### src/core/brk_pkg.sv
// package: register map, field positions and reset values of the breakpoint unit
package brk_pkg;
  localparam logic [15:0] lowpower_status_addr   = 16'hfe00;
  localparam logic [15:0] flag_clear_ctrl_addr   = 16'hfe03;
  localparam logic [15:0] bp_addr_high_addr      = 16'hfe0c;
  localparam logic [15:0] bp_addr_low_addr       = 16'hfe0d;
  localparam logic [15:0] bp_ctrl_status_addr    = 16'hfe0e;
  localparam int          match_enable_bit       = 7;
  localparam int          break_active_bit       = 6;
  localparam int          lowpower_exit_bit      = 1;
  localparam int          clear_enable_bit       = 7;
  localparam logic [7:0]  byte_reset             = 8'h00;
  // controller registers on the software port
  localparam logic [2:0]  ctl_status_addr        = 3'h0;
  localparam logic [2:0]  ctl_mask_addr          = 3'h1;
  localparam logic [2:0]  ctl_cmd_addr           = 3'h2;
  localparam logic [2:0]  ctl_pc_high_addr       = 3'h3;
  localparam logic [2:0]  ctl_pc_low_addr        = 3'h4;
  localparam logic [2:0]  ctl_bus_addr_high_addr = 3'h5;
  localparam logic [2:0]  ctl_bus_addr_low_addr  = 3'h6;
  localparam logic [2:0]  ctl_bus_data_addr      = 3'h7;
  // status / mask bits of the controller
  localparam int          ev_break_start_bit     = 0;
  localparam int          ev_break_end_bit       = 1;
  localparam int          ev_lowpower_exit_bit   = 2;
  localparam int          ev_bus_done_bit        = 3;
  // command bits of the controller
  localparam int          cmd_bus_write_bit      = 0;
  localparam int          cmd_bus_read_bit       = 1;
  localparam int          cmd_last_cycle_bit     = 2;
  localparam int          cmd_return_bit         = 3;
  localparam int          cmd_wait_bit           = 4;
  localparam int          cmd_stop_bit           = 5;
  localparam int          cmd_vtst_bit           = 6;
  localparam int          cmd_monitor_bit        = 7;
  localparam logic [15:0] break_vector           = 16'hfffc;
  localparam logic [15:0] monitor_break_vector   = 16'hfefc;
  localparam logic [7:0]  software_interrupt_opcode = 8'h83;
endpackage : brk_pkg

### src/core/brk_if.sv
// interface between the breakpoint unit and the cpu sequencing logic
`timescale 1ns/1ps
interface brk_if;
  logic [15:0] cpu_addr;
  logic        instr_last_cycle;
  logic        reg_write;
  logic        reg_read;
  logic [15:0] reg_addr;
  logic [7:0]  reg_wdata;
  logic [7:0]  reg_rdata;
  logic        in_wait;
  logic        in_stop;
  logic        rst_pin_at_vtst;
  logic        return_done;
  logic        break_request;
  logic        break_state;
  logic        lowpower_wake;
  logic        timer_halt;
  logic        watchdog_disable;
  logic        flag_clear_allowed;
  modport device (
    input  cpu_addr, instr_last_cycle, reg_write, reg_read, reg_addr, reg_wdata,
    input  in_wait, in_stop, rst_pin_at_vtst, return_done,
    output reg_rdata, break_request, break_state, lowpower_wake, timer_halt,
    output watchdog_disable, flag_clear_allowed
  );
  modport host (
    output cpu_addr, instr_last_cycle, reg_write, reg_read, reg_addr, reg_wdata,
    output in_wait, in_stop, rst_pin_at_vtst, return_done,
    input  reg_rdata, break_request, break_state, lowpower_wake, timer_halt,
    input  watchdog_disable, flag_clear_allowed
  );
endinterface : brk_if

### src/core/brk_flag_cell.sv
// sticky event bit: hardware set wins over a write-one clear
`timescale 1ns/1ps
module brk_flag_cell (
  input  wire logic clk,
  input  wire logic resetn,
  input  wire logic set_pulse,
  input  wire logic clear_pulse,
  output logic      flag
);
  typedef struct packed {
    logic flag;
  } state_type;
  state_type st_r;
  state_type st_nxt;
  always_comb
  begin
    st_nxt = st_r;
    if (clear_pulse)
      st_nxt.flag = 1'b0;
    if (set_pulse)
      st_nxt.flag = 1'b1;
  end
  always_ff @(posedge clk or negedge resetn)
  begin
    if (!resetn)
      st_r <= '0;
    else
      st_r <= st_nxt;
  end
  assign flag = st_r.flag;
endmodule : brk_flag_cell

### src/core/brk_host.sv
// cpu-side controller: drives the unit's bus and runs break entry and return
//
// The address-and-strobe port was left to the implementer.
`timescale 1ns/1ps
module brk_host (
  input  wire logic  clk,
  input  wire logic  resetn,
  brk_if.host        link,
  input  wire logic [2:0] sw_addr,
  input  wire logic [7:0] sw_wdata,
  input  wire logic  sw_write,
  input  wire logic  sw_read,
  output logic [7:0] sw_rdata,
  output logic       irq,
  output logic [15:0] vector_addr,
  output logic [7:0] instr_reg
);
  import brk_pkg::*;

  typedef enum logic [1:0] {run, finishing, in_break} phase_type;

  typedef struct packed {
    phase_type   phase;
    logic [7:0]  mask;
    logic [7:0]  cmd;
    logic [15:0] pc;
    logic [15:0] bus_addr;
    logic [7:0]  bus_data;
    logic        bus_write;
    logic        bus_read;
    logic        read_pending;
    logic        return_pulse;
    logic [7:0]  rdata;
    logic        irq;
    logic [15:0] vector;
    logic [7:0]  ir;
  } state_type;

  state_type  st_r;
  state_type  st_nxt;
  logic [3:0] ev_set;
  logic [3:0] ev_clr;
  logic [3:0] status;
  logic       bus_busy;

  // one sticky cell per controller event
  genvar gi;
  generate
    for (gi = 0; gi < 4; gi++)
    begin : g_ev
      brk_flag_cell u_cell (
        .clk         (clk),
        .resetn      (resetn),
        .set_pulse   (ev_set[gi]),
        .clear_pulse (ev_clr[gi]),
        .flag        (status[gi])
      );
    end
  endgenerate

  always_comb
  begin
    st_nxt       = st_r;
    ev_set       = '0;
    ev_clr       = '0;
    st_nxt.bus_write    = 1'b0;
    st_nxt.bus_read     = 1'b0;
    st_nxt.return_pulse = 1'b0;
    st_nxt.read_pending = st_r.bus_read;
    // a read still in flight would let its data overwrite a newer command
    bus_busy = st_r.bus_write | st_r.bus_read | st_r.read_pending;

    // link read data is taken in the one cycle it stands
    if (st_r.read_pending)
    begin
      st_nxt.bus_data = link.reg_rdata;
      ev_set[ev_bus_done_bit] = 1'b1;
    end
    if (st_r.bus_write)
      ev_set[ev_bus_done_bit] = 1'b1;

    if (sw_write)
    begin
      case (sw_addr)
        ctl_status_addr:        ev_clr = sw_wdata[3:0];
        ctl_mask_addr:          st_nxt.mask = sw_wdata;
        ctl_cmd_addr:
        begin
          st_nxt.cmd       = sw_wdata;
          // one link strobe at a time, a write winning over a read
          st_nxt.bus_write = sw_wdata[cmd_bus_write_bit] && !bus_busy;
          st_nxt.bus_read  = sw_wdata[cmd_bus_read_bit] && !sw_wdata[cmd_bus_write_bit]
                             && !bus_busy;
          // a return is only meaningful inside the break routine
          st_nxt.return_pulse = sw_wdata[cmd_return_bit] && st_r.phase == in_break;
        end
        ctl_pc_high_addr:       st_nxt.pc[15:8] = sw_wdata;
        ctl_pc_low_addr:        st_nxt.pc[7:0]  = sw_wdata;
        ctl_bus_addr_high_addr: st_nxt.bus_addr[15:8] = sw_wdata;
        ctl_bus_addr_low_addr:  st_nxt.bus_addr[7:0]  = sw_wdata;
        ctl_bus_data_addr:      st_nxt.bus_data = sw_wdata;
        default: ;
      endcase
    end

    // a request waits out the instruction unless it came on its last cycle
    case (st_r.phase)
      run:
        if (link.break_request)
        begin
          // a match on the last cycle needs no further instruction
          if (st_r.cmd[cmd_last_cycle_bit])
            st_nxt.phase = in_break;
          else
            st_nxt.phase = finishing;
        end
      finishing:
        // one cycle stands for the rest of the current instruction
        st_nxt.phase = in_break;
      in_break:
        if (st_r.return_pulse)
        begin
          st_nxt.phase = run;
          ev_set[ev_break_end_bit] = 1'b1;
        end
      default: st_nxt.phase = run;
    endcase

    // opcode and vector load once on entry, not on every cycle in break
    if (st_nxt.phase == in_break && st_r.phase != in_break)
    begin
      st_nxt.ir = software_interrupt_opcode;
      if (st_r.cmd[cmd_monitor_bit])
        st_nxt.vector = monitor_break_vector;
      else
        st_nxt.vector = break_vector;
      ev_set[ev_break_start_bit] = 1'b1;
    end

    // a wake ends wait or stop; rewinding the return address is up to software
    if (link.lowpower_wake)
    begin
      st_nxt.cmd[cmd_wait_bit] = 1'b0;
      st_nxt.cmd[cmd_stop_bit] = 1'b0;
      ev_set[ev_lowpower_exit_bit] = 1'b1;
    end

    st_nxt.rdata = 8'h00;
    if (sw_read)
    begin
      case (sw_addr)
        ctl_status_addr:        st_nxt.rdata = {4'h0, status};
        ctl_mask_addr:          st_nxt.rdata = st_r.mask;
        ctl_cmd_addr:           st_nxt.rdata = {st_r.cmd[7:4], 1'b0, st_r.cmd[2], 2'b00};
        ctl_pc_high_addr:       st_nxt.rdata = st_r.pc[15:8];
        ctl_pc_low_addr:        st_nxt.rdata = st_r.pc[7:0];
        ctl_bus_addr_high_addr: st_nxt.rdata = st_r.bus_addr[15:8];
        ctl_bus_addr_low_addr:  st_nxt.rdata = st_r.bus_addr[7:0];
        ctl_bus_data_addr:      st_nxt.rdata = st_r.bus_data;
        default: ;
      endcase
    end

    // irq lags the status bits by a cycle so that the pin stays a flop
    st_nxt.irq = |(status & st_r.mask[3:0]);
  end

  always_ff @(posedge clk or negedge resetn)
  begin
    if (!resetn)
      st_r <= '0;
    else
      st_r <= st_nxt;
  end

  // the program counter serves as the cpu-generated address
  assign link.cpu_addr         = st_r.pc;
  assign link.instr_last_cycle = st_r.cmd[cmd_last_cycle_bit];
  assign link.reg_write        = st_r.bus_write;
  assign link.reg_read         = st_r.bus_read;
  assign link.reg_addr         = st_r.bus_addr;
  assign link.reg_wdata        = st_r.bus_data;
  assign link.in_wait          = st_r.cmd[cmd_wait_bit];
  assign link.in_stop          = st_r.cmd[cmd_stop_bit];
  assign link.rst_pin_at_vtst  = st_r.cmd[cmd_vtst_bit];
  assign link.return_done      = st_r.return_pulse;

  assign sw_rdata              = st_r.rdata;
  assign irq                   = st_r.irq;
  assign vector_addr           = st_r.vector;
  assign instr_reg             = st_r.ir;
endmodule : brk_host

### src/flat_wrapper.sv
// flat-port wrapper written by rule: the top's interface ports become plain ports
module brk_host_flat import brk_pkg::*;
  (clk, resetn, sw_addr, sw_wdata, sw_write, sw_read, sw_rdata, irq, vector_addr, instr_reg, link_cpu_addr, link_instr_last_cycle, link_reg_write, link_reg_read, link_reg_addr, link_reg_wdata, link_in_wait, link_in_stop, link_rst_pin_at_vtst, link_return_done, link_reg_rdata, link_break_request, link_break_state, link_lowpower_wake, link_timer_halt, link_watchdog_disable, link_flag_clear_allowed);
  brk_if link_i ();
  input  wire logic clk;
  input  wire logic resetn;
  input  wire logic [2:0] sw_addr;
  input  wire logic [7:0] sw_wdata;
  input  wire logic sw_write;
  input  wire logic sw_read;
  output logic [7:0] sw_rdata;
  output logic irq;
  output logic [15:0] vector_addr;
  output logic [7:0] instr_reg;
  output wire logic [$bits(link_i.cpu_addr)-1:0] link_cpu_addr;
  output wire logic [$bits(link_i.instr_last_cycle)-1:0] link_instr_last_cycle;
  output wire logic [$bits(link_i.reg_write)-1:0] link_reg_write;
  output wire logic [$bits(link_i.reg_read)-1:0] link_reg_read;
  output wire logic [$bits(link_i.reg_addr)-1:0] link_reg_addr;
  output wire logic [$bits(link_i.reg_wdata)-1:0] link_reg_wdata;
  output wire logic [$bits(link_i.in_wait)-1:0] link_in_wait;
  output wire logic [$bits(link_i.in_stop)-1:0] link_in_stop;
  output wire logic [$bits(link_i.rst_pin_at_vtst)-1:0] link_rst_pin_at_vtst;
  output wire logic [$bits(link_i.return_done)-1:0] link_return_done;
  input wire logic [$bits(link_i.reg_rdata)-1:0] link_reg_rdata;
  input wire logic [$bits(link_i.break_request)-1:0] link_break_request;
  input wire logic [$bits(link_i.break_state)-1:0] link_break_state;
  input wire logic [$bits(link_i.lowpower_wake)-1:0] link_lowpower_wake;
  input wire logic [$bits(link_i.timer_halt)-1:0] link_timer_halt;
  input wire logic [$bits(link_i.watchdog_disable)-1:0] link_watchdog_disable;
  input wire logic [$bits(link_i.flag_clear_allowed)-1:0] link_flag_clear_allowed;
  assign link_cpu_addr = link_i.cpu_addr;
  assign link_instr_last_cycle = link_i.instr_last_cycle;
  assign link_reg_write = link_i.reg_write;
  assign link_reg_read = link_i.reg_read;
  assign link_reg_addr = link_i.reg_addr;
  assign link_reg_wdata = link_i.reg_wdata;
  assign link_in_wait = link_i.in_wait;
  assign link_in_stop = link_i.in_stop;
  assign link_rst_pin_at_vtst = link_i.rst_pin_at_vtst;
  assign link_return_done = link_i.return_done;
  assign link_i.reg_rdata = link_reg_rdata;
  assign link_i.break_request = link_break_request;
  assign link_i.break_state = link_break_state;
  assign link_i.lowpower_wake = link_lowpower_wake;
  assign link_i.timer_halt = link_timer_halt;
  assign link_i.watchdog_disable = link_watchdog_disable;
  assign link_i.flag_clear_allowed = link_flag_clear_allowed;
  brk_host u_core (.clk(clk), .resetn(resetn), .link(link_i), .sw_addr(sw_addr), .sw_wdata(sw_wdata), .sw_write(sw_write), .sw_read(sw_read), .sw_rdata(sw_rdata), .irq(irq), .vector_addr(vector_addr), .instr_reg(instr_reg));
endmodule
### config.mk
export PLATFORM = sky130hd
export DESIGN_NAME = brk_host_flat
export DESIGN_NICKNAME = d
export VERILOG_FILES = /design/src/core/brk_pkg.sv /design/src/core/brk_if.sv /design/src/core/brk_flag_cell.sv /design/src/core/brk_host.sv /design/src/flat_wrapper.sv
export SDC_FILE = /design/constraint.sdc
export NUM_CORES = 1
export LEC_CHECK = 0
export BUFFER_PORTS_ARGS = -buffer_cell sky130_fd_sc_hd__buf_2
export CAP_MARGIN = 20
export CORE_ASPECT_RATIO = 0.8
export CORE_UTILIZATION = 53
export CTS_CLUSTER_SIZE = 20
export DETAILED_ROUTE_END_ITERATION = 6
export PLACE_DENSITY = 0.81
export SYNTH_ARGS = -nofsm -noshare
export SYNTH_HDL_FRONTEND = slang
export SYNTH_SLANG_ARGS = --single-unit
### constraint.sdc
create_clock -name clk -period 1.58 [get_ports clk]
set_clock_uncertainty 0.1 [all_clocks]
set_input_delay 0.316 -clock clk [delete_from_list [all_inputs] [get_ports clk]]
set_output_delay 0.316 -clock clk [all_outputs]
set_load 0.05 [all_outputs]
Word-level counts from Yosys, hierarchy flattened
Index checks and enable logic that the tools add are counted.
Storage, ports and cells
  flip-flop bits (word level): 92
  output and inout bits: 80
Cells by class
  eq/ne operators: 11
  multiplexer cells: 35
  bitwise gates (word level): 3
  reduce and logical (&&, ||, !) cells: 23
Operators with widths (number)
  $pmux 8 s8: 1
  $mux 8: 7
  $mux 48: 1
  $mux 1: 16
  $reduce_and 2->1: 7
  $eq 3x3->1 const B: 4
  $reduce_bool 2->1: 6
  $mux 2: 5
  $mux 9: 1
  $mux 4: 2
  $eq 3x2->1 const B: 2
  $mux 6: 1
  $pmux 2 s3: 1
  $logic_and 1x1->1: 5
  $and 4x4->4: 1
  $eq 2x2->1 const B: 2
  $reduce_or 4->1: 1
  $eq 3x1->1 const B: 1
  $logic_not 3->1: 1
  $eq 2x1->1 const B: 1
  $logic_not 1->1: 2
  $logic_not 2->1: 1
  $ne 2x2->1 const B: 1
  $or 1x1->1: 2

Logic depth before layout (Yosys ltp)
Gate-level depths: netlist of the first run.
  depth after elaboration: 7
  depth in mapped cells: 6
  gate-level depth less buffers: 4

Cells and area by module
Synthesis of the first run repeated with hierarchy kept, for this count alone.
Second synthesis, totals
  cell total of the unflattened synthesis: 346
  area total of the unflattened synthesis: 3941.3 um^2
By module, submodules not included
  brk_host: times used 1, cells each 334, area each 3796.1 um^2
  brk_flag_cell: times used 4, cells each 3, area each 36.3 um^2

Least setup slack after synthesis of the first run
No wires, ideal clock.
  kind: input to register
  start: in sw_addr[0]
  end: reg u_core.st_r, in the netlist u_core.link.instr_last_cycle
  library setup time: 0.125 ns
  arrival: 1.277 ns
  data required time: 1.355 ns
  slack: 0.079 ns
  cell stages on the path: 4
  path buffers: 2
  cells stage by stage: buf_6 > buf_6 > nor3b_4 > mux2_2
On the way
  longest elaborated chain between the ends: 2
Ends and longest elaborated chain
  from (decl): RTL line flat_wrapper.sv:7  | input wire logic [2:0] sw_addr;
  $eq 3x2->1: RTL line brk_host.sv:84  | case (sw_addr)
  $reduce_and 2->1 (no line)
  to (signal assigned): RTL line brk_host.sv:173  | st_r <= st_nxt;
  to (decl): RTL line brk_host.sv:39  | state_type st_r;
Every way passes these cells.
A chain may end at the register's enable or synchronous reset.

==> results.md, run 1 <==
* Number of warnings printed during yosys synthesis at 0
* Number of iterations in the first detailed-routing pass at 7
* Result of the run: complete, but fails checks
* Critical path depth at 1
* Yosys top cell area share at a little under half
* CP startpoint kind: flip-flop
* End-of-flow core utilization at between 60% and 70%
* Vias at between 2000 and 3000
* Residual DRC count at 9
* Port Buffers at 97
* Total number of H-tree levels at 3
* Setup_tns at 0 ns
* Maximum ir drop on the vdd rail at 821 µV
* Int Pwr at roughly 4100 µW
* Number of sinks on the clock net at 74
* Signed area change from the synthesized netlist to the final layout at 13.4%
* Count of final max-slew check failures at 0
* FF-to-FF End: u_core.link.reg_read
* Maximum number of pins on one net before global-route repair at 31
* Clock root buffer: sky130_fd_sc_hd__clkbuf_8
* Sw Share at 38.4%
* Portion of netlist area occupied by mux cells at 20.8%
* Delay of the slowest cell on the worst path at 0.47 ns
* DPL Wire Length at around 6.5 mm
* Cell type of the slowest stage on the worst timing path: sky130_fd_sc_hd__dfrtp_2
* Start-to-end type of the worst setup path: flip-flop to output pin
* Overflow after GRT at 0
* Worst Hold Depth at 2
* Timing endpoint of the critical path: vector_addr[11]
* Std-Cell Rows at 27
* Number of top-level pins at approximately 110
* Count of cell types in the netlist at 46
* Synth Area in Adders at 0%
* Die area at between 7000 and 8000 µm²
* Number of nets in the finished design at 420
* Ratio of cells with drive above 1 in the final layout at a little over half
* Worst flop-to-flop path startpoint: u_core.st_r[34]
* Reported net switching power at about 2500 µW
* Dominant cells by area after synthesis: sky130_fd_sc_hd__dfrtp_1 (47%), sky130_fd_sc_hd__buf_4 (14%), sky130_fd_sc_hd__mux2_2 (12%)
* Highest clock frequency the design can meet at ~650 MHz
* CP bufs+invs at 1
* Area fraction in and, or, nand and nor cells after synthesis at a little under a tenth
* Min-Delay Path Class: input pin to flip-flop
* Max transition margin at a little under three fifths
* Hold_ws at about 0.085 ns
* Failing checks: design-rule violations
* Iter 0 DRT Violations at 118
* Worst setup path startpoint: u_core.vector_addr[14]
* Overall fraction of global-route tracks in use at 23.2%
* Clock tree from TritonCTS: done
* Most area-hungry cell type in the Yosys netlist: sky130_fd_sc_hd__dfrtp_1
* Endpoint kind of the worst setup timing path: output pin
* Most frequent standard cell in the layout excluding fill and tap cells: sky130_fd_sc_hd__buf_2
* Die span in x at about 100 µm
* Antenna violations before repair at 0
* Share of total power in combinational logic at between 30 and 40%
* Worst Path Max Fanout at 17
* Hold path startpoint: link_lowpower_wake
* Area of all sequential standard cells at about 1900 µm²
* Setup slack, reg-to-reg at around 0.21 ns
* Clock transition at the registers of the reported paths at roughly 0.080 ns
* Seq/Total Area, Yosys at between 40% and 50%
* Flops & latches, synth at 74
* Slew at the pin closest to its max-slew limit at approximately 0.67 ns
* Areal power density over the cells at between 1000 and 1500 nW/µm²
* Commonest cells after routing, fill and taps aside: sky130_fd_sc_hd__buf_2 (95), sky130_fd_sc_hd__dfrtp_1 (73), sky130_fd_sc_hd__mux2_2 (41), sky130_fd_sc_hd__buf_4 (34)
* Number of global-route vias before repair at roughly 2500
* Setup ws final at 0.0376 ns
* Post-Syn Area per Cell at approximately 12 µm²
* Final Setup Violations at 0
* Worst EP arrival at 1.13 ns
* Synth Instances at approximately 330
* Standard cell core area at around 7000 µm²
* Number of nets with antenna violations after detailed routing at 0
* Floorplan die height at 79.2 µm
* Starting Density at between 50 and 60%
* Dominant combinational cell family by area after synthesis: multiplexers
* Maximum number of buffers from clock root to sink at 2
* Fillcell total at approximately 560
* Clock latency on the worst-skew pair at about 0.35 ns
* Global-route wire length before repair at 13.4 mm
* Fraction of the cycle the final worst path needs at between 90% and 100%
* Clk pwr share at approximately 27%
* Combined area of all synthesized cells at approximately 3900 µm²
* Sequential power share at 39.0%
* Cell count of the worst reg-to-reg path at 2
* ANT cells at 0
* Number of max-capacitance violations reported at 0
* Xor/xnor cell area share of the yosys netlist at 0%
* Aggregate routed wire length at around 8.7 mm
* Worst setup slack after placement at -0.163 ns
* Average routed wire per standard cell at approximately 18 µm
* Share of the synthesized area in compound gates (AO/OA/AOI/OAI) at ~6.5%
* TritonCTS buffer count at 9
* Gpl congestion at 0.847
* Dominant delay contributor by cell family on the critical path: flip-flops
* Final hold violations at 0
* Reported leakage power at 0.00215 µW
* Area used by multi-input combinational logic at between 1000 and 1500 µm²
* Final critical-path required period at 1.54 ns
* Postcts setup bufs at 0
* Required time of the critical path at ~1.2 ns
* Via density at around 5.4
* Setup repair after global routing missed its margin: true
* Sequence of cells on the critical path: buf_2
[power groups by stage]
stage	clock network, µW	logic (µW)	registers (µW)
6_report	1780	2270	2590
3_5_place_dp	0	2270	2620
3_3_place_gp	0	2230	2590
2_1_floorplan	0	2060	2590
4_1_cts	1820	2280	2590
5_1_grt	1900	2380	2640
[kinds of logic after synthesis]
family / Yosys count
other: 1
multiplexers: 68
buffers and inverters: 86
AND/OR/NAND/NOR: 59
flip-flops: 74
AO/OA/AOI/OAI: 38
[sequential cells by signal (all words and copies together), names as in the netlist]
register / count
u_core.g_ev.u_cell.flag: 4
u_core.link.cpu_addr: 16
u_core.link.reg_read: 1
u_core.link.instr_last_cycle: 1
u_core.sw_rdata: 8
u_core.link.reg_write: 1
u_core.link.in_stop: 1
u_core.irq: 1
u_core.link.in_wait: 1
u_core.link.rst_pin_at_vtst: 1
u_core.link.reg_addr: 16
u_core.link.reg_wdata: 8
u_core.link.return_done: 1
u_core.st_r: 12
u_core.vector_addr: 2
[area by class of cell]
class | count | share of cell area [%]
flip-flops and latches | 74 | 41.4
multi-input cells | 172 | 32.8
repair buffers | 133 | 17.9
clock buffers | 12 | 3.24
well taps | 87 | 2.43
clock inverters | 4 | 2.21
inverters | 1 | 0.0838
[cells in the mapped netlist, drive strengths merged]
library cell / number
mux4: 4
inv: 1
and3: 2
o221a: 2
nor3: 6
a31oi: 1
a21oi: 14
and4b: 1
dfrtp: 74
clkbuf: 1
o21ai: 2
o221ai: 1
a22oi: 3
o22ai: 2
conb: 1
nand4b: 1
nor2: 14
nor4b: 2
or2: 3
o211ai: 1
or3: 1
a211oi: 1
o31ai: 1
nor2b: 6
buf: 84
a211o: 2
nor3b: 3
mux2: 49
mux2i: 15
nand2b: 3
a21o: 4
nand2: 15
nand4: 2
a221oi: 3
a22o: 1
[what timing repair did]
action                     in CTS  in global routing
hold endpoints to repair       17                  0
setup endpoints to repair      16                 15
resized for setup               2                  2
hold buffers                    1                  0
[worst min-delay path by stage]
stage	end	slack, ns
after floorplan	u_core.g_ev[0].u_cell.flag	-0.08
after global placement	u_core.link.cpu_addr[2]	0.20
after detailed placement	u_core.link.cpu_addr[2]	0.21
after CTS	u_core.link.in_stop	0.07
after global routing	u_core.link.in_stop	0.08
final	u_core.link.in_stop	0.09
[layer usage]
layer / wire, µm / global-route usage, % / vias to the layer above / share of wire, %
met4: 114 / 7.46 / 0 / 1.3
met1: 3950 / 31.2 / 1280 / 46
li1: - / - / 1195 / -
met5: 0 / 0 / - / 0
met2: 4040 / 36.1 / 104 / 47
met3: 550 / 7.13 / 13 / 6.4
[metrics by stage]
stage | cells | area [µm²] | power [µW]
6_report | 483 | 4480 | 6640
5_1_grt | 483 | 4480 | 6920
4_1_cts | 483 | 4480 | 6680
3_3_place_gp | 466 | 4220 | 4820
2_1_floorplan | 332 | 3970 | 4650
3_5_place_dp | 466 | 4220 | 4890
No activity file was read; power rests on OpenSTA's default activity.
==> run 2: changes to the inputs <==
Settings changed: BUFFER_PORTS_ARGS -buffer_cell sky130_fd_sc_hd__buf_2 to -buffer_cell sky130_fd_sc_hd__buf_4.
==> run 2 against run 1 <==
Compared with the run above:
- the flow still finishes with violations (design-rule violations)
- core utilization up 2.9 points
- highest routed layer unchanged
- via count up 0.58%
- critical endpoint is now vector_addr[15]
- flip-flop and latch count unchanged
- combinational power grew 8%
- largest power group unchanged
- first-iteration DRC count up 4.2%
- cell count increased by 0.41%
- clock power is 12% lower
- global-route usage up 0.95 points
- setup slack worse by 0.0075 ns
- clock-buffer cell count fell by 1
- sequential share of layout area is 1.8 points lower
==> results.md, run 2 (synthesis results as in run 1) <==
* Area of all sequential standard cells at 1850 µm² (unchanged)
* Share of total power in combinational logic at 37.1% (+2.9 points)
* Iter 0 DRT Violations at 123 (+4.2%)
* Overflow after GRT at 0 (unchanged)
* Number of sinks on the clock net at 74 (unchanged)
* Residual DRC count at 9 (unchanged)
* Setup_tns at 0 ns (unchanged)
* Number of global-route vias before repair at 2601 (+2.8%)
* Vias at 2607 (+0.58%)
* Fillcell total at 533 (-4.3%)
* Maximum number of pins on one net before global-route repair at 44 (+42%)
* Via density at 5.38 (+0.16%)
* Std-Cell Rows at 27 (unchanged)
* Delay of the slowest cell on the worst path at 0.52 ns (+0.05 ns)
* Sw Share at 38.7% (+0.27 points)
* Count of final max-slew check failures at 0 (unchanged)
* Reported net switching power at 2560 µW (+0.62%)
* Number of nets with antenna violations after detailed routing at 0 (unchanged)
* Number of nets in the finished design at 422 (+0.48%)
* Maximum ir drop on the vdd rail at 771 µV (-6.0%)
* Area used by multi-input combinational logic at 1470 µm² (unchanged)
* Ratio of cells with drive above 1 in the final layout at 53.5% (+0.23 points)
* Slew at the pin closest to its max-slew limit at 0.676 ns (+0.00863 ns)
* Result of the run: complete, but fails checks
* Commonest cells after routing, fill and taps aside: sky130_fd_sc_hd__buf_4 (132), sky130_fd_sc_hd__dfrtp_1 (73), sky130_fd_sc_hd__mux2_2 (41), sky130_fd_sc_hd__mux2i_1 (15), sky130_fd_sc_hd__nand2_1 (15)
* Areal power density over the cells at 1420 nW/µm² (-4.5%)
* Clock root buffer: sky130_fd_sc_hd__clkbuf_8
* Clock transition at the registers of the reported paths at 0.08 ns (about the same)
* Overall fraction of global-route tracks in use at 24.2% (+0.95 points)
* Dominant delay contributor by cell family on the critical path: flip-flops
* TritonCTS buffer count at 9 (unchanged)
* Die area at 7800 µm² (unchanged)
* Sequential power share at 39.2% (+0.2 points)
* Number of max-capacitance violations reported at 0 (unchanged)
* Most frequent standard cell in the layout excluding fill and tap cells: sky130_fd_sc_hd__buf_4
* Endpoint kind of the worst setup timing path: output pin
* Max transition margin at 54.9% (-0.58 points)
* Average routed wire per standard cell at 17.9 µm (about the same)
* Fraction of the cycle the final worst path needs at 98.1% (+0.48 points)
* ANT cells at 0 (unchanged)
* Antenna violations before repair at 0 (unchanged)
* Clock tree from TritonCTS: done
* Postcts setup bufs at 0 (unchanged)
* Signed area change from the synthesized netlist to the final layout at 18.7%
* Die span in x at 98.5 µm (unchanged)
* Global-route wire length before repair at 14.0 mm (+4.5%)
* Total number of H-tree levels at 3 (unchanged)
* Required time of the critical path at 1.16 ns (about the same)
* Int Pwr at 4070 µW (-0.53%)
* Setup repair after global routing missed its margin: true
* Worst setup slack after placement at -0.106 ns (+0.0565 ns)
* Setup ws final at 0.0301 ns (-0.00751 ns)
* Standard cell core area at 7030 µm² (unchanged)
* Tot Pwr at 6630 µW (about the same)
* Cell type of the slowest stage on the worst timing path: sky130_fd_sc_hd__dfrtp_2
* Final critical-path required period at 1.55 ns (+0.00751 ns)
* Port Buffers at 97 (unchanged)
* Floorplan die height at 79.2 µm (unchanged)
* Sequence of cells on the critical path: buf_4
* Worst Path Max Fanout at 17 (unchanged)
* Final hold violations at 0 (unchanged)
* Final Setup Violations at 0 (unchanged)
* Clk pwr share at 23.7% (-3.1 points)
* Failing checks: design-rule violations
* Min-Delay Path Class: input pin to flip-flop
* CP startpoint kind: flip-flop
* Maximum number of buffers from clock root to sink at 2 (unchanged)
* Number of top-level pins at 109 (unchanged)
* End-of-flow core utilization at 66.7% (+2.9 points)
* Worst EP arrival at 1.13 ns (about the same)
* DPL Wire Length at 6.38 mm (-1.9%)
* Starting Density at 56.2% (unchanged)
* Gpl congestion at 0.876 (+3.4%)
* CP bufs+invs at 1 (unchanged)
* Start-to-end type of the worst setup path: flip-flop to output pin
* Reported leakage power at 0.00223 µW (+3.6%)
* Highest clock frequency the design can meet at 645 MHz (-0.48%)
* Aggregate routed wire length at 8.68 mm (+0.34%)
* Clock latency on the worst-skew pair at 0.35 ns (about the same)
* Number of iterations in the first detailed-routing pass at 7 (unchanged)
run 2: power by group through the flow:
stage          clock network (µW)  logic [µW]  registers [µW]
6_report                     1570        2460            2600
5_1_grt                      1690        2580            2640
4_1_cts                      1590        2470            2590
3_5_place_dp                    0        2460            2620
3_3_place_gp                    0        2420            2610
2_1_floorplan                   0        2060            2590
run 2: layout make-up:
class	instances	share of cell area (%)
Inverter	1	0.0801
Sequential cell	74	39.6
Clock buffer	11	2.80
Timing Repair Buffer	135	22.2
Tap cell	87	2.32
Clock inverter	5	1.68
Multi-Input combinational cell	172	31.3
run 2: worst paths after layout:
check,startpoint,end,slack (ns),cells past startpoint
min reg2reg,u_core.link.reg_read,u_core.st_r[34],0.32,0
max reg2reg,u_core.st_r[34],u_core.link.reg_wdata[4],0.17,2
min,link_lowpower_wake,u_core.link.in_wait,0.05,2
max,u_core.vector_addr[14],vector_addr[15],0.03,1
min in group asynchronous,resetn,u_core.link.reg_addr[1],0.37,3
max in group asynchronous,resetn,u_core.link.reg_wdata[3],0.78,3
run 2: layer usage:
| metal | vias up | GRT usage, % | routed length (µm) | share of wire (%) |
|---|---|---|---|---|
| met3 | 10 | 5.81 | 543 | 6.3 |
| met1 | 1302 | 33.2 | 4040 | 47 |
| met2 | 95 | 38.3 | 3990 | 46 |
| met4 | 0 | 7.16 | 109 | 1.3 |
| li1 | 1200 | - | - | - |
| met5 | - | 0 | 0 | 0 |
run 2: worst register-to-register path: stages, from the launching register on:
cell and delay, ns:
sky130_fd_sc_hd__dfrtp_1 0.78, sky130_fd_sc_hd__mux2i_1 0.31, sky130_fd_sc_hd__a21oi_1 0.10
run 2: timing repair:
action	CTS	global route
hold buffers	1	0
setup endpoints to repair	16	16
pin swaps	0	0
hold endpoints to repair	74	0
resized for setup	1	0
run 2: metrics by stage:
step / hold WS (ns) / std cells / area [µm²]
2_1_floorplan: -0.0796 / 332 / 3970
3_3_place_gp: 0.194 / 468 / 4460
3_5_place_dp: 0.194 / 468 / 4460
4_1_cts: 0.0443 / 485 / 4680
5_1_grt: 0.0440 / 485 / 4680
6_report: 0.0517 / 485 / 4680
==> run 3: changes to the inputs <==
Settings changed: CORE_UTILIZATION 53 to 57, PLACE_DENSITY 0.81 to 0.86.
Clock period 1.58 ns to 1.9 ns, I/O delays scaled along.
==> run 3 against run 2 <==
Compared with the run above:
- the flow now finishes without violations
- core utilization grew 2.8 points
- non-clock buffer count is 19 lower
- setup slack gained 0.13 ns
- critical endpoint is now vector_addr[5]
- largest power group unchanged
- sequential power fell by 17%
- highest routed layer unchanged
- first-iteration DRC count increased by 0.81%
- wire length is 0.82% lower
- critical path depth unchanged
- register-to-register slack better by 0.34 ns
- final area shrank 3.1%
- clock-buffer cell count down 1
- critical path type unchanged
- combinational power is 18% lower
==> results.md, run 3 (synthesis results as in run 1) <==
* Result of the run: completed
* Fraction of the cycle the final worst path needs at approximately 91%
* Total number of H-tree levels at 3 (unchanged)
* Aggregate routed wire length at 8.61 mm (-0.82%)
* Residual DRC count at 0 (-9)
* Number of iterations in the first detailed-routing pass at 4 (-3)
* Clock root buffer: sky130_fd_sc_hd__clkbuf_8
* Delay of the slowest cell on the worst path at 0.62 ns (+0.10 ns)
* Reported leakage power at 0.00213 µW (-4.2%)
* Min-Delay Path Class: input pin to flip-flop
* Worst Path Max Fanout at 17 (unchanged)
* Dominant delay contributor by cell family on the critical path: flip-flops
* DPL Wire Length at 6.17 mm (-3.3%)
* Clock latency on the worst-skew pair at 0.36 ns (about the same)
* Maximum number of pins on one net before global-route repair at 47 (+6.8%)
* Die span in x at 95.0 µm (-3.5%)
* Port Buffers at 97 (unchanged)
* TritonCTS buffer count at 9 (unchanged)
* Number of nets with antenna violations after detailed routing at 0 (unchanged)
* Most frequent standard cell in the layout excluding fill and tap cells: sky130_fd_sc_hd__buf_4
* Iter 0 DRT Violations at 124 (+0.81%)
* Number of nets in the finished design at 403 (-4.5%)
* Slew at the pin closest to its max-slew limit at 0.697 ns (+0.0201 ns)
* Die area at 7260 µm² (-6.9%)
* Highest clock frequency the design can meet at 575 MHz
* Standard cell core area at 6540 µm² (-6.9%)
* Required time of the critical path at 1.42 ns (+0.26 ns)
* Commonest cells after routing, fill and taps aside: sky130_fd_sc_hd__buf_4 (114), sky130_fd_sc_hd__dfrtp_1 (74), sky130_fd_sc_hd__mux2_2 (41), sky130_fd_sc_hd__mux2i_1 (15), sky130_fd_sc_hd__nand2_1 (15)
* Sequence of cells on the critical path: buf_4
* ANT cells at 0 (unchanged)
* Maximum ir drop on the vdd rail at 650 µV (-16%)
* Endpoint kind of the worst setup timing path: output pin
* Max transition margin at 53.6% (-1.3 points)
* Std-Cell Rows at 26 (-3.7%)
* Number of top-level pins at 109 (unchanged)
* Vias at 2570 (-1.4%)
* Gpl congestion at 0.855 (-2.4%)
* Start-to-end type of the worst setup path: flip-flop to output pin
* Overall fraction of global-route tracks in use at 25.3% (+1.1 points)
* CP startpoint kind: flip-flop
* Count of final max-slew check failures at 0 (unchanged)
* Postcts setup bufs at 0 (unchanged)
* Critical path depth at 1 (unchanged)
* Clock transition at the registers of the reported paths at 0.08 ns (about the same)
* Overflow after GRT at 0 (unchanged)
* Worst EP arrival at 1.26 ns (+0.13 ns)
* Floorplan die height at 76.4 µm (-3.5%)
* Ratio of cells with drive above 1 in the final layout at 51.5% (-2.1 points)
* Gates resized, CTS repair at 0 (-1)
* Cell type of the slowest stage on the worst timing path: sky130_fd_sc_hd__dfrtp_1
* Worst Hold Depth at 2 (unchanged)
* CP bufs+invs at 1 (unchanged)
* Final critical-path required period at 1.74 ns
* # hold bufs at CTS at 1 (unchanged)
* Setup_tns at 0 ns (unchanged)
* Final hold violations at 0 (unchanged)
* Starting Density at 60.4% (+4.2 points)
* Average routed wire per standard cell at 18.6 µm (+3.9%)
* Setup repair after global routing missed its margin: false
* Clock tree from TritonCTS: done
* Global-route wire length before repair at 13.3 mm (-4.8%)
* Via density at 5.55 (+3.3%)
* Number of global-route vias before repair at 2490 (-4.3%)
* Signed area change from the synthesized netlist to the final layout at 15.0%
* Areal power density over the cells at 1230 nW/µm² (-13%)
* Hold_ws at 0.110 ns (+0.0579 ns)
* Antenna violations before repair at 0 (unchanged)
* Number of max-capacitance violations reported at 0 (unchanged)
* Number of sinks on the clock net at 74 (unchanged)
* Cell count of the worst reg-to-reg path at 2 (unchanged)
* Final Setup Violations at 0 (unchanged)
* Maximum number of buffers from clock root to sink at 2 (unchanged)
[run 3: stage by stage]
step | worst slack [ns] | std cells | util, % | area [µm²] | power (µW)
3_5_place_dp | 0.0979 | 446 | 65.8 | 4300 | 4200
5_1_grt | 0.0802 | 463 | 69.4 | 4540 | 5780
4_1_cts | 0.144 | 463 | 69.4 | 4540 | 5580
6_report | 0.162 | 463 | 69.4 | 4540 | 5570
3_3_place_gp | 0.135 | 446 | 65.8 | 4300 | 4140
2_1_floorplan | 0.335 | 332 | - | 3970 | 3870
[run 3: path summary, 6_finish.rpt]
path / start / endpoint / slack [ns]
setup / recovery: u_core.vector_addr[14] / vector_addr[5] / 0.16
hold / removal: link_lowpower_wake / u_core.link.in_wait / 0.11
setup reg to reg: u_core.st_r[34] / u_core.link.reg_read / 0.51
hold reg to reg: u_core.link.reg_read / u_core.st_r[34] / 0.32
max in group asynchronous: resetn / u_core.link.reg_addr[13] / 0.74
min in group asynchronous: resetn / u_core.link.reg_wdata[6] / 0.39
[run 3: layout make-up]
class,count,area [µm²]
fill,474,2000
inverter,1,3.75
clock inverter,6,88.8
clock buffer,10,138
tap,84,105
multi-input combinational,172,1470
timing repair buffer,116,886
sequential,74,1850
[run 3: where the power goes]
group	internal [µW]	total [µW]	leakage [µW]	switching, µW
clock	777	1390	0.000109	616
sequential	1890	2160	0.000894	264
combinational	723	2020	0.00113	1290
total	3390	5570	0.00213	2170
[run 3: per-layer routing]
| layer | global-route usage [%] | up-vias | part of all wire, % | routed length (µm) |
|---|---|---|---|---|
| met1 | 35.3 | 1290 | 45 | 3860 |
| met4 | 7.27 | 0 | 0.69 | 59 |
| met5 | 0 | - | 0 | 0 |
| met2 | 38.1 | 106 | 47 | 4050 |
| li1 | - | 1168 | - | - |
| met3 | 7.78 | 6 | 7.5 | 646 |
